## config.mk

```make
export PLATFORM = sky130hd
export DESIGN_NAME = tdm_highway_port
export DESIGN_NICKNAME = d
export VERILOG_FILES = /design/src/hw/hwy_two_slot_buf.v /design/src/hw/tdm_highway_port.v
export VERILOG_INCLUDE_DIRS = /design/src /design/src/hw
export SDC_FILE = /design/constraint.sdc
export NUM_CORES = 1
export LEC_CHECK = 0
export ABC_AREA = 1
export ABC_CLOCK_PERIOD_IN_PS = 4580
export BUFFER_PORTS_ARGS = -buffer_cell sky130_fd_sc_hd__buf_2
export CELL_PAD_IN_SITES_DETAIL_PLACEMENT = 0
export CELL_PAD_IN_SITES_GLOBAL_PLACEMENT = 2
export CORE_MARGIN = 2
export CORE_UTILIZATION = 34
export CTS_BUF_LIST = sky130_fd_sc_hd__clkbuf_2 sky130_fd_sc_hd__clkbuf_4 sky130_fd_sc_hd__clkbuf_8
export DETAILED_ROUTE_END_ITERATION = 16
export PLACE_DENSITY_LB_ADDON = 0.1
export SYNTH_ARGS = -nofsm -noshare
export SYNTH_HDL_FRONTEND = slang
export SYNTH_SLANG_ARGS = --single-unit
export TNS_END_PERCENT = 50
```

## constraint.sdc

```tcl
create_clock -name mclk_i -period 4.58 [get_ports mclk_i]
set_input_delay 0.229 -clock mclk_i [delete_from_list [all_inputs] [get_ports mclk_i]]
set_output_delay 0.229 -clock mclk_i [all_outputs]
set_load 0.01 [all_outputs]
```

## src/hw/tdm_hwy_defs.vh

```
`ifndef TDM_HWY_DEFS_VH
`define TDM_HWY_DEFS_VH

// ----------------------------------------------------------------
// Timing
// ----------------------------------------------------------------
`define HWY_MCLK_PERIOD_NS  5
// Half period of the fastest bit clock (4.096 MHz)
`define HWY_MIN_HALF_NS     122
`define HWY_MIN_HALF_CYC    ((`HWY_MIN_HALF_NS + `HWY_MCLK_PERIOD_NS - 1) / `HWY_MCLK_PERIOD_NS)
`define HWY_SYNC_STAGES     2

// ----------------------------------------------------------------
// Frame layout
// ----------------------------------------------------------------
`define HWY_POS_W           10
`define HWY_POS_FIRST       10'h001
`define HWY_POS_MAX         10'h3FF
// Offsets of sub-frame fields from the sub-frame base (32 bits each)
`define HWY_MON_OFS         10'h011
`define HWY_CI6_OFS         10'h019
`define HWY_CI4_OFS         10'h01B
`define HWY_MON_LEN         10'h008
`define HWY_CI6_LEN         10'h006
`define HWY_CI4_LEN         10'h004
`define HWY_AUD_W           32
`define HWY_BYTE_ONES       8'hFF

`endif

```

## src/hw/hwy_two_slot_buf.v

```verilog
`timescale 1ns/1ps

module hwy_two_slot_buf #(
  parameter WIDTH = 8
) (
  input  wire             mclk_i,     // System clock
  input  wire             rst_n_i,    // Sync reset, active low
  input  wire [WIDTH-1:0] in_data_i,  // Write data
  input  wire             in_valid_i, // Write request
  output wire             in_ready_o, // Room for a word
  output wire [WIDTH-1:0] out_data_o, // Head word
  output wire             out_valid_o,// Head word present
  input  wire             out_ready_i // Reader takes head
);

  reg [WIDTH-1:0] head_reg;
  reg [WIDTH-1:0] tail_reg;
  reg             head_v_reg;
  reg             tail_v_reg;
  wire            push;
  wire            pop;

  assign push        = in_valid_i & ~tail_v_reg;
  assign pop         = head_v_reg & out_ready_i;
  assign in_ready_o  = ~tail_v_reg;
  assign out_data_o  = head_reg;
  assign out_valid_o = head_v_reg;

  always @(posedge mclk_i) begin
    if (!rst_n_i) begin
      head_reg   <= {WIDTH{1'b0}};
      tail_reg   <= {WIDTH{1'b0}};
      head_v_reg <= 1'b0;
      tail_v_reg <= 1'b0;
    end else if (pop) begin
      if (tail_v_reg) begin
        head_reg   <= tail_reg;
        tail_v_reg <= 1'b0;
      end else begin
        head_v_reg <= push;
        head_reg   <= in_data_i;
      end
    end else if (push) begin
      if (!head_v_reg) begin
        head_v_reg <= 1'b1;
        head_reg   <= in_data_i;
      end else begin
        tail_v_reg <= 1'b1;
        tail_reg   <= in_data_i;
      end
    end
  end

endmodule // hwy_two_slot_buf

```

## src/hw/tdm_highway_port.v

```verilog
`timescale 1ns/1ps
`include "tdm_hwy_defs.vh"

// How it works
// - Each data line is open drain or push-pull, chosen per line.
// - Bit clock and frame sync are each either input or output.
// - Bit clock is twice the bit rate unless single rate selected.
// - Bit rate 16 kbit/s to 4.096 Mbit/s; clock follows accordingly.
// - Slot count never set; each 8 kHz frame sync starts a frame.
// - Bits launched on rising clock edges, sampled on falling edges.
// - First frame bit is driven after the frame sync rising edge.
// - Single rate samples first falling edge; double rate the second.
// - Audio channels: any line, start 1 to 512, length 1 to 32.
// - Data channels: programmable start, length 1 to 256 bits.
// - Monitor in third byte of sub-frame 0 to 15, lines swappable.
// - C/I channels 4 or 6 bits in fourth byte, direction selectable.
// - Sample interrupt once per frame from frame sync.
// - Channel registers double-buffered against overflow and underflow.
// - Alternative interrupt after a set count of 1 to 32 bits.
// - Data lines undriven outside own transmit slots.
module tdm_highway_port (
  input  wire        mclk_i,                  // System clock
  input  wire        rst_n_i,                 // Sync reset, active low
  input  wire        highway_bit_clock_i,     // Bit clock pin in
  output wire        highway_bit_clock_o,     // Bit clock pin out
  output wire        highway_bit_clock_oe_o,  // Bit clock drive enable
  input  wire        highway_frame_sync_i,    // Frame sync pin in
  output wire        highway_frame_sync_o,    // Frame sync pin out
  output wire        highway_frame_sync_oe_o, // Frame sync drive enable
  input  wire        line_a_data_i,           // Line A pin in
  output wire        line_a_data_o,           // Line A pin out
  output wire        line_a_data_oe_o,        // Line A drive enable
  input  wire        line_b_data_i,           // Line B pin in
  output wire        line_b_data_o,           // Line B pin out
  output wire        line_b_data_oe_o,        // Line B drive enable
  input  wire        clk_out_en_i,            // Drive bit clock
  input  wire        fs_out_en_i,             // Drive frame sync
  input  wire        clock_rate_select_i,     // 1 single, 0 double rate
  input  wire [1:0]  open_drain_i,            // Per line: 1 open drain
  input  wire [12:0] clk_half_i,              // Generated half period, mclk
  input  wire [9:0]  frame_bits_i,            // Generated frame length, bits
  input  wire        arx_line_i,              // Audio rx: 0 A, 1 B
  input  wire [9:0]  arx_start_i,             // Audio rx start bit
  input  wire [5:0]  arx_len_i,               // Audio rx length
  input  wire        atx_line_i,              // Audio tx: 0 A, 1 B
  input  wire [9:0]  atx_start_i,             // Audio tx start bit
  input  wire [5:0]  atx_len_i,               // Audio tx length
  input  wire        drx_line_i,              // Data rx line
  input  wire [9:0]  drx_start_i,             // Data rx start bit
  input  wire [8:0]  drx_len_i,               // Data rx length
  input  wire        dtx_line_i,              // Data tx line
  input  wire [9:0]  dtx_start_i,             // Data tx start bit
  input  wire [8:0]  dtx_len_i,               // Data tx length
  input  wire [3:0]  mon_sub_i,               // Monitor sub-frame
  input  wire        mon_dir_i,               // 0: in A out B, 1: swapped
  input  wire [3:0]  ci_sub_i,                // C/I sub-frame
  input  wire        ci_dir_i,                // 0: in A out B, 1: swapped
  input  wire        ci_wide_i,               // 1: 6-bit C/I, 0: 4-bit
  input  wire        irq_count_mode_i,        // 1: interrupt per bit count
  input  wire [5:0]  irq_bits_i,              // Bit count 1 to 32
  input  wire [31:0] atx_data_i,              // Audio tx sample
  input  wire        atx_we_i,                // Audio tx write strobe
  input  wire [7:0]  mon_tx_i,                // Monitor byte to send
  input  wire [5:0]  ci_tx_i,                 // C/I code to send
  input  wire [7:0]  dtx_data_i,              // Data tx byte
  input  wire        dtx_valid_i,             // Data tx byte offered
  output wire        dtx_ready_o,             // Data tx byte accepted
  output wire [7:0]  drx_data_o,              // Data rx byte
  output wire        drx_valid_o,             // Data rx byte present
  input  wire        drx_ready_i,             // Data rx byte taken
  output reg         drx_lost_o,              // Data rx byte dropped, pulse
  output reg  [31:0] arx_data_o,              // Audio rx sample
  output reg  [7:0]  mon_rx_o,                // Monitor byte received
  output reg  [5:0]  ci_rx_o,                 // C/I code received
  output reg         sample_irq_o             // Sample transfer, pulse
);

  localparam [12:0] MIN_HALF = `HWY_MIN_HALF_CYC;

  function in_win;
    input [9:0] pos;
    input [9:0] start;
    input [9:0] len;
    begin
      in_win = (pos >= start) && ({1'b0, pos} < ({1'b0, start} + {1'b0, len}));
    end
  endfunction

  // ----------------------------------------------------------------
  // Pin synchronisers and edge detect
  // ----------------------------------------------------------------
  reg [1:0]  clk_sync_reg;
  reg [1:0]  fs_sync_reg;
  reg [1:0]  a_sync_reg;
  reg [1:0]  b_sync_reg;
  reg        clk_last_reg;
  reg        fs_at_rise_reg;
  reg        clk_gen_reg;
  reg        fs_gen_reg;
  reg        clk_oe_reg;
  reg        fs_oe_reg;
  reg [12:0] div_cnt_reg;
  reg [10:0] fs_cnt_reg;
  wire       clk_now;
  wire       fs_now;
  wire       rise;
  wire       fall;
  wire [12:0] half;
  wire [10:0] fs_period;

  always @(posedge mclk_i) begin
    if (!rst_n_i) begin
      clk_sync_reg <= 2'h0;
      fs_sync_reg  <= 2'h0;
      a_sync_reg   <= 2'h3;
      b_sync_reg   <= 2'h3;
    end else begin
      clk_sync_reg <= {clk_sync_reg[0], highway_bit_clock_i};
      fs_sync_reg  <= {fs_sync_reg[0], highway_frame_sync_i};
      a_sync_reg   <= {a_sync_reg[0], line_a_data_i};
      b_sync_reg   <= {b_sync_reg[0], line_b_data_i};
    end
  end

  assign clk_now = clk_oe_reg ? clk_gen_reg : clk_sync_reg[1];
  assign fs_now  = fs_oe_reg ? fs_gen_reg : fs_sync_reg[1];
  assign rise    = clk_now & ~clk_last_reg;
  assign fall    = ~clk_now & clk_last_reg;

  // ----------------------------------------------------------------
  // Bit clock and frame sync generators
  // ----------------------------------------------------------------
  // clamp to fastest rate
  assign half      = (clk_half_i < MIN_HALF) ? MIN_HALF : clk_half_i;
  // two clocks per bit in double rate
  assign fs_period = clock_rate_select_i ? {1'b0, frame_bits_i} : {frame_bits_i, 1'b0};

  always @(posedge mclk_i) begin
    if (!rst_n_i) begin
      clk_oe_reg     <= 1'b0;
      fs_oe_reg      <= 1'b0;
      clk_gen_reg    <= 1'b0;
      fs_gen_reg     <= 1'b0;
      div_cnt_reg    <= 13'h0000;
      fs_cnt_reg     <= 11'h000;
      clk_last_reg   <= 1'b0;
      fs_at_rise_reg <= 1'b0;
    end else begin
      clk_oe_reg   <= clk_out_en_i;
      fs_oe_reg    <= fs_out_en_i;
      clk_last_reg <= clk_now;
      if (div_cnt_reg >= half - 13'h0001) begin
        div_cnt_reg <= 13'h0000;
        clk_gen_reg <= ~clk_gen_reg;
      end else begin
        div_cnt_reg <= div_cnt_reg + 13'h0001;
      end
      if (rise) begin
        fs_at_rise_reg <= fs_now;
        // one sync pulse per frame, one clock wide
        if (fs_cnt_reg >= fs_period - 11'h001) begin
          fs_cnt_reg <= 11'h000;
          fs_gen_reg <= 1'b1;
        end else begin
          fs_cnt_reg <= fs_cnt_reg + 11'h001;
          fs_gen_reg <= 1'b0;
        end
      end
    end
  end

  // ----------------------------------------------------------------
  // Bit position tracking
  // ----------------------------------------------------------------
  reg        act_reg;
  reg        ph_reg;
  reg [9:0]  pos_reg;
  wire       dbl;
  wire       fstart;
  wire       adv;
  wire       launch;
  wire       smp;
  wire [9:0] pos_n;

  assign dbl    = ~clock_rate_select_i;
  // frame begins at first rise with sync high
  assign fstart = rise & fs_now & ~fs_at_rise_reg;
  assign adv    = rise & act_reg & (~dbl | ph_reg) & ~fstart;
  assign launch = fstart | adv;
  // double rate samples at three quarters
  assign smp    = fall & act_reg & (~dbl | ph_reg);
  // count from 1, saturate until next sync
  assign pos_n  = fstart ? `HWY_POS_FIRST :
                  (adv && pos_reg != `HWY_POS_MAX) ? pos_reg + 10'h001 : pos_reg;

  always @(posedge mclk_i) begin
    if (!rst_n_i) begin
      act_reg <= 1'b0;
      ph_reg  <= 1'b0;
      pos_reg <= 10'h000;
    end else if (rise) begin
      pos_reg <= pos_n;
      if (fstart) begin
        act_reg <= 1'b1;
        ph_reg  <= 1'b0;
      end else begin
        ph_reg <= dbl & ~ph_reg;
      end
    end
  end

  // ----------------------------------------------------------------
  // Slot windows
  // ----------------------------------------------------------------
  wire [9:0] mon_base;
  wire [9:0] ci_base;
  wire [9:0] ci_len;
  wire [9:0] ci_ofs;
  wire       atx_w;
  wire       dtx_w;
  wire       mtx_w;
  wire       ctx_w;
  wire       arx_w;
  wire       drx_w;
  wire       mrx_w;
  wire       crx_w;

  assign mon_base = {1'b0, mon_sub_i, 5'h00} + `HWY_MON_OFS;
  assign ci_ofs   = ci_wide_i ? `HWY_CI6_OFS : `HWY_CI4_OFS;
  assign ci_len   = ci_wide_i ? `HWY_CI6_LEN : `HWY_CI4_LEN;
  assign ci_base  = {1'b0, ci_sub_i, 5'h00} + ci_ofs;
  assign atx_w = in_win(pos_n, atx_start_i, {4'h0, atx_len_i});
  assign dtx_w = in_win(pos_n, dtx_start_i, {1'b0, dtx_len_i});
  assign mtx_w = in_win(pos_n, mon_base, `HWY_MON_LEN);
  assign ctx_w = in_win(pos_n, ci_base, ci_len);
  assign arx_w = in_win(pos_reg, arx_start_i, {4'h0, arx_len_i});
  assign drx_w = in_win(pos_reg, drx_start_i, {1'b0, drx_len_i});
  assign mrx_w = in_win(pos_reg, mon_base, `HWY_MON_LEN);
  assign crx_w = in_win(pos_reg, ci_base, ci_len);

  // ----------------------------------------------------------------
  // Transmit shifters
  // ----------------------------------------------------------------
  reg [31:0] atx_hold_reg;
  reg [31:0] atx_sh_reg;
  reg [7:0]  mon_sh_reg;
  reg [5:0]  ci_sh_reg;
  reg [7:0]  dtx_sh_reg;
  reg [2:0]  dtx_cnt_reg;
  reg [7:0]  dtx_byte_reg;
  reg        dtx_have_reg;
  reg        dtx_ready_reg;
  reg [1:0]  ln_out_reg;
  reg [1:0]  ln_oe_reg;
  reg [5:0]  bit_cnt_reg;
  wire [2:0] dtx_cnt_eff;
  wire       dtx_bit;
  wire       dtx_take;
  wire       dtx_have_next;
  wire       hit;
  wire       xfer;
  wire       ra;
  wire       rb;
  wire [1:0] drv;
  wire [1:0] dbit;
  wire [31:0] atx_load;
  wire [31:0] atx_cur;

  assign ra            = a_sync_reg[1];
  assign rb            = b_sync_reg[1];
  assign dtx_cnt_eff   = fstart ? 3'h0 : dtx_cnt_reg;
  assign dtx_bit       = (dtx_cnt_eff == 3'h0) ? (dtx_have_reg ? dtx_byte_reg[7] : 1'b1) : dtx_sh_reg[7];
  assign dtx_take      = launch & dtx_w & (dtx_cnt_eff == 3'h0);
  assign dtx_have_next = (dtx_have_reg & ~dtx_take) | (dtx_valid_i & dtx_ready_reg);
  assign dtx_ready_o   = dtx_ready_reg;
  // bit-count event on audio rx bits
  assign hit           = irq_count_mode_i & smp & arx_w & (bit_cnt_reg + 6'h01 >= irq_bits_i);
  assign xfer          = irq_count_mode_i ? hit : fstart;
  assign atx_load      = atx_hold_reg << (6'd32 - atx_len_i);
  assign atx_cur       = xfer ? atx_load : atx_sh_reg;

  genvar gi;
  generate
    for (gi = 0; gi < 2; gi = gi + 1) begin : g_line
      wire ln;
      assign ln = (gi == 1);
      assign drv[gi]  = (atx_w & (atx_line_i == ln)) | (dtx_w & (dtx_line_i == ln)) |
                        (mtx_w & (mon_dir_i != ln)) | (ctx_w & (ci_dir_i != ln));
      assign dbit[gi] = (atx_w & (atx_line_i == ln)) ? atx_cur[31] :
                        (dtx_w & (dtx_line_i == ln)) ? dtx_bit :
                        (mtx_w & (mon_dir_i != ln)) ? mon_sh_reg[7] : ci_sh_reg[5];
      always @(posedge mclk_i) begin
        if (!rst_n_i) begin
          ln_out_reg[gi] <= 1'b1;
          ln_oe_reg[gi]  <= 1'b0;
        end else if (launch) begin
          ln_out_reg[gi] <= open_drain_i[gi] ? 1'b0 : dbit[gi];
          ln_oe_reg[gi]  <= drv[gi] & (~open_drain_i[gi] | ~dbit[gi]);
        end else if (fstart | ~act_reg) begin
          ln_oe_reg[gi] <= 1'b0;
        end
      end
    end
  endgenerate

  always @(posedge mclk_i) begin
    if (!rst_n_i) begin
      atx_hold_reg  <= 32'h00000000;
      atx_sh_reg    <= 32'h00000000;
      mon_sh_reg    <= `HWY_BYTE_ONES;
      ci_sh_reg     <= 6'h3F;
      dtx_sh_reg    <= `HWY_BYTE_ONES;
      dtx_cnt_reg   <= 3'h0;
      dtx_byte_reg  <= 8'h00;
      dtx_have_reg  <= 1'b0;
      dtx_ready_reg <= 1'b0;
    end else begin
      // write side of audio tx buffer
      if (atx_we_i)
        atx_hold_reg <= atx_data_i;
      if (dtx_valid_i & dtx_ready_reg)
        dtx_byte_reg <= dtx_data_i;
      dtx_have_reg  <= dtx_have_next;
      dtx_ready_reg <= ~dtx_have_next;
      // swap in new sample, MSB first
      if (launch & atx_w)
        atx_sh_reg <= {atx_cur[30:0], 1'b0};
      else if (xfer)
        atx_sh_reg <= atx_load;
      if (fstart) begin
        mon_sh_reg <= mon_tx_i;
        ci_sh_reg  <= ci_wide_i ? ci_tx_i : {ci_tx_i[3:0], 2'h0};
      end else begin
        if (launch & mtx_w)
          mon_sh_reg <= {mon_sh_reg[6:0], 1'b1};
        if (launch & ctx_w)
          ci_sh_reg <= {ci_sh_reg[4:0], 1'b1};
      end
      if (launch & dtx_w) begin
        dtx_cnt_reg <= dtx_cnt_eff + 3'h1;
        if (dtx_take)
          dtx_sh_reg <= (dtx_have_reg ? dtx_byte_reg : `HWY_BYTE_ONES) << 1;
        else
          dtx_sh_reg <= {dtx_sh_reg[6:0], 1'b1};
      end else if (fstart) begin
        dtx_cnt_reg <= 3'h0;
      end
    end
  end

  // ----------------------------------------------------------------
  // Receive shifters
  // ----------------------------------------------------------------
  reg [31:0] arx_sh_reg;
  reg [7:0]  mon_in_reg;
  reg [5:0]  ci_in_reg;
  reg [7:0]  drx_sh_reg;
  reg [2:0]  drx_cnt_reg;
  reg [7:0]  push_data_reg;
  reg        push_reg;
  wire       arx_bit;
  wire       drx_bit;
  wire       mc_bit_m;
  wire       mc_bit_c;
  wire       buf_ready;

  assign arx_bit  = arx_line_i ? rb : ra;
  assign drx_bit  = drx_line_i ? rb : ra;
  assign mc_bit_m = mon_dir_i ? rb : ra;
  assign mc_bit_c = ci_dir_i ? rb : ra;

  always @(posedge mclk_i) begin
    if (!rst_n_i) begin
      arx_sh_reg    <= 32'h00000000;
      arx_data_o    <= 32'h00000000;
      mon_in_reg    <= 8'h00;
      ci_in_reg     <= 6'h00;
      mon_rx_o      <= 8'hFF;
      ci_rx_o       <= 6'h3F;
      drx_sh_reg    <= 8'h00;
      drx_cnt_reg   <= 3'h0;
      push_data_reg <= 8'h00;
      push_reg      <= 1'b0;
      drx_lost_o    <= 1'b0;
      bit_cnt_reg   <= 6'h00;
      sample_irq_o  <= 1'b0;
    end else begin
      sample_irq_o <= xfer;
      // read side of audio rx buffer
      if (hit) begin
        arx_data_o  <= {arx_sh_reg[30:0], arx_bit};
        arx_sh_reg  <= 32'h00000000;
        bit_cnt_reg <= 6'h00;
      end else if (xfer) begin
        arx_data_o <= arx_sh_reg;
        arx_sh_reg <= 32'h00000000;
      end else if (smp & arx_w) begin
        arx_sh_reg <= {arx_sh_reg[30:0], arx_bit};
        if (irq_count_mode_i)
          bit_cnt_reg <= bit_cnt_reg + 6'h01;
      end
      if (fstart) begin
        mon_rx_o <= mon_in_reg;
        ci_rx_o  <= ci_in_reg;
      end else begin
        if (smp & mrx_w)
          mon_in_reg <= {mon_in_reg[6:0], mc_bit_m};
        if (smp & crx_w)
          ci_in_reg <= {ci_in_reg[4:0], mc_bit_c};
      end
      // bytes of data rx into buffer
      push_reg   <= 1'b0;
      drx_lost_o <= push_reg & ~buf_ready;
      if (fstart) begin
        drx_cnt_reg <= 3'h0;
      end else if (smp & drx_w) begin
        drx_sh_reg  <= {drx_sh_reg[6:0], drx_bit};
        drx_cnt_reg <= drx_cnt_reg + 3'h1;
        if (drx_cnt_reg == 3'h7) begin
          push_reg      <= 1'b1;
          push_data_reg <= {drx_sh_reg[6:0], drx_bit};
        end
      end
    end
  end

  hwy_two_slot_buf #(
    .WIDTH (8)
  ) u_rx_buf (
    .mclk_i      (mclk_i),
    .rst_n_i     (rst_n_i),
    .in_data_i   (push_data_reg),
    .in_valid_i  (push_reg),
    .in_ready_o  (buf_ready),
    .out_data_o  (drx_data_o),
    .out_valid_o (drx_valid_o),
    .out_ready_i (drx_ready_i)
  );

  assign highway_bit_clock_o     = clk_gen_reg;
  assign highway_bit_clock_oe_o  = clk_oe_reg;
  assign highway_frame_sync_o    = fs_gen_reg;
  assign highway_frame_sync_oe_o = fs_oe_reg;
  assign line_a_data_o           = ln_out_reg[0];
  assign line_a_data_oe_o        = ln_oe_reg[0];
  assign line_b_data_o           = ln_out_reg[1];
  assign line_b_data_oe_o        = ln_oe_reg[1];

endmodule // tdm_highway_port

```

==> impl_metrics.toml <==
[outcome]
run_status = "complete, no violations"

[synth]
synth_area_mm2 = 0.0180
yosysSeqAreaShare_pct = 32.3
avgSynthCellArea_um2 = 7.06
synthArstFlopShare_pct = 0
synth_seq_cells = 290
syn_nets = 2893
postSynthCellCount = 2543
ys_types = 64
synth-main-ff-cell = "dfxtp_1"
ys_warn_count = 0
synth_edf_count = 0

[setup_path]
path_max_fanout = 10
crit_path_top_delay_cell = "dfxtp_1"
crit_path_frequent_cell = "nor2_1"
worst-setup-path-type = "reg -> reg"
start_kind = "flip-flop"
cp_top_family = "simple AND/OR/NAND/NOR gates"
worst-path-buf-inv = 3
max_stage_delay_ns = 0.51
required_ns = 5.16
crit_chain = "ha_1, nand4_2, nor2_4, nor2_8, nand2_2, nor2_1, inv_1, nor2_1, o221ai_1, inv_1, ha_1, nand2_1, nor2_1, o2111ai_1, nor2_1, nor2_1, nand2_1, nand3_2, buf_4, o21ai_0, nand2_1, nor2_1"
endpoint_kind = "flip-flop"
cp.arrival_ns = 4.57

[floorplan]
ios = 249
fp.dieW_um = 234
dieArea_mm2 = 0.0547
start_util_pct = 34.2
fp.dieH_um = 234
core_area_mm2 = 0.0524
rows = 84

[global_route]
antenna_found_initial = 12
grt_usage_pct = 19.5
overflow = 0
grt_first_pass_wirelength_um = 86100
grt_pass1_vias = 16900
grt_max_degree = 67

[drt]
drt-total-wl_um = 53400
ant_nets = 0
drt-pass1-iter-count = 5
via_count = 17300
drc_errors = 0
viasPerCell = 4.84
avgRoutedWirePerCell_um = 14.9
first_iter_violations = 853

[clock_tree]
cts_buffers = 54
cts_resized = 0
cts_tree = "done"
root_buffer = "clkbuf_8"
clock_path_buffers = 3
cts.sinks = 290
clk_pin_slew_ns = 0.06
postCtsSetupBuffers = 0
cts_max_level = 2
clock_latency_ns = 0.65

[sta]
skew_ns = 0.0181
final_hold_viol_count = 0
hold_ws_ns = 0.0464
setup_violations = 0
worst_pin_slew_ns = 0.981
setup_tns_ns = 0
final-max-slew-violation-count = 0
period_needed_ns = 3.99
fmax_ghz = 0.251
fin_crit_sh_pct = 87.2
slew_headroom_pct = 34.1
rsz0062_at_grt = "false"

[final_layout]
nets = 3200
final_cells = 3579
final_cell_mix = "473 x nand2_1, 296 x inv_1, 290 x dfxtp_1, 256 x o21ai_0, 247 x buf_2"
fin_util_pct = 41.6
areaGrowthSynthToFinish_pct = 21.4
final_common_cell = "nand2_1"
drive_gt1_share_pct = 15.0

[placement]
placed_cells = 3412
dp_hpwl_um = 40900
portBuffers = 248
gp_congestion = 0.829

[job]
drv_cap = 0

[power_and_ir_drop]
ir_drop_v = 0.000179
power.density_mw_per_mm2 = 282
p_leak_uw = 0.0102

[hold_path]
hold_path.class = "in -> reg"
final cells by class:
class / instances / area, µm²
inverters: 312 / 1170
well taps: 688 / 861
multi-input cells: 1837 / 10600
clock buffers: 82 / 1050
diodes: 4 / 10.0
clock inverters: 11 / 106
fillers: 5582 / 30600
repair buffers: 355 / 2230
flip-flops and latches: 290 / 5810
report_power, final:
part           internal (µW)  switching [µW]  total [µW]
registers               2560            21.4        2580
logic                    344             527         871
clock network           1530            1160        2680
total                   4430            1710        6140
cell usage after synthesis, types with 26 or more instances:
| cell type | count | area (µm²) |
|---|---|---|
| dfxtp_1 | 290 | 5810 |
| nor2_1 | 223 | 837 |
| inv_1 | 296 | 1110 |
| mux2i_1 | 30 | 300 |
| nand2_1 | 473 | 1780 |
| clkbuf_1 | 84 | 315 |
| xnor2_1 | 26 | 228 |
| xor2_1 | 44 | 385 |
| ha_1 | 163 | 2040 |
| o21ai_0 | 256 | 1280 |
| a21oi_1 | 223 | 1120 |
| o22ai_1 | 29 | 181 |
| nand3_1 | 145 | 726 |
timing repair:
item,CTS,global route
setup endpoints to repair,0,0
hold buffers,70,0
hold endpoints to repair,66,0
per-stage QoR:
stage	setup slack (ns)	cell area (µm²)	power [µW]
after floorplan	1.21	18000	3180
after global placement	0.501	19900	3460
after detailed placement	0.434	19900	3470
after CTS	0.579	21800	6250
after global routing	0.216	21800	6480
final	0.588	21800	6140
cell families (layout without fill, tap and decap cells):
logic type,after synthesis,in the layout,share of synthesized area (%)
adder cells (fa/ha/maj),167,167,11.8
multiplexers,30,30,1.67
buffers and inverters,416,760,8.92
XOR/XNOR,70,70,3.41
AND/OR/NAND/NOR,942,942,22.5
other,0,4,0
AO/OA/AOI/OAI,628,628,19.4
flip-flops,290,290,32.3
final timing paths:
path,from,to,slack [ns],depth (start not counted)
max,pos_reg[0]$_SDFFE_PN0N_,dtx_cnt_reg[2]$_SDFF_PN0_,0.59,22
min reg2reg,a_sync_reg[0]$_SDFF_PN1_,a_sync_reg[1]$_SDFF_PN1_,0.41,1
min,ci_tx_i[2],ci_sh_reg[2]$_SDFFE_PN1P_,0.05,3
max reg2reg,pos_reg[0]$_SDFFE_PN0N_,dtx_cnt_reg[2]$_SDFF_PN0_,0.59,22
worst min-delay path: stages:
cell	delay (ns)
buf_2	0.09
a211oi_1	0.07
o311ai_1	0.27
per-layer routing:
layer	vias to the layer above	track usage, %	part of all wire (%)
met4	12	5.87	2.3
met1	7787	26.1	49
met5	-	0	0.13
met2	310	31.9	44
li1	9121	-	-
met3	82	3.36	4.8
Note: power is estimated with default switching activity, not from simulation.
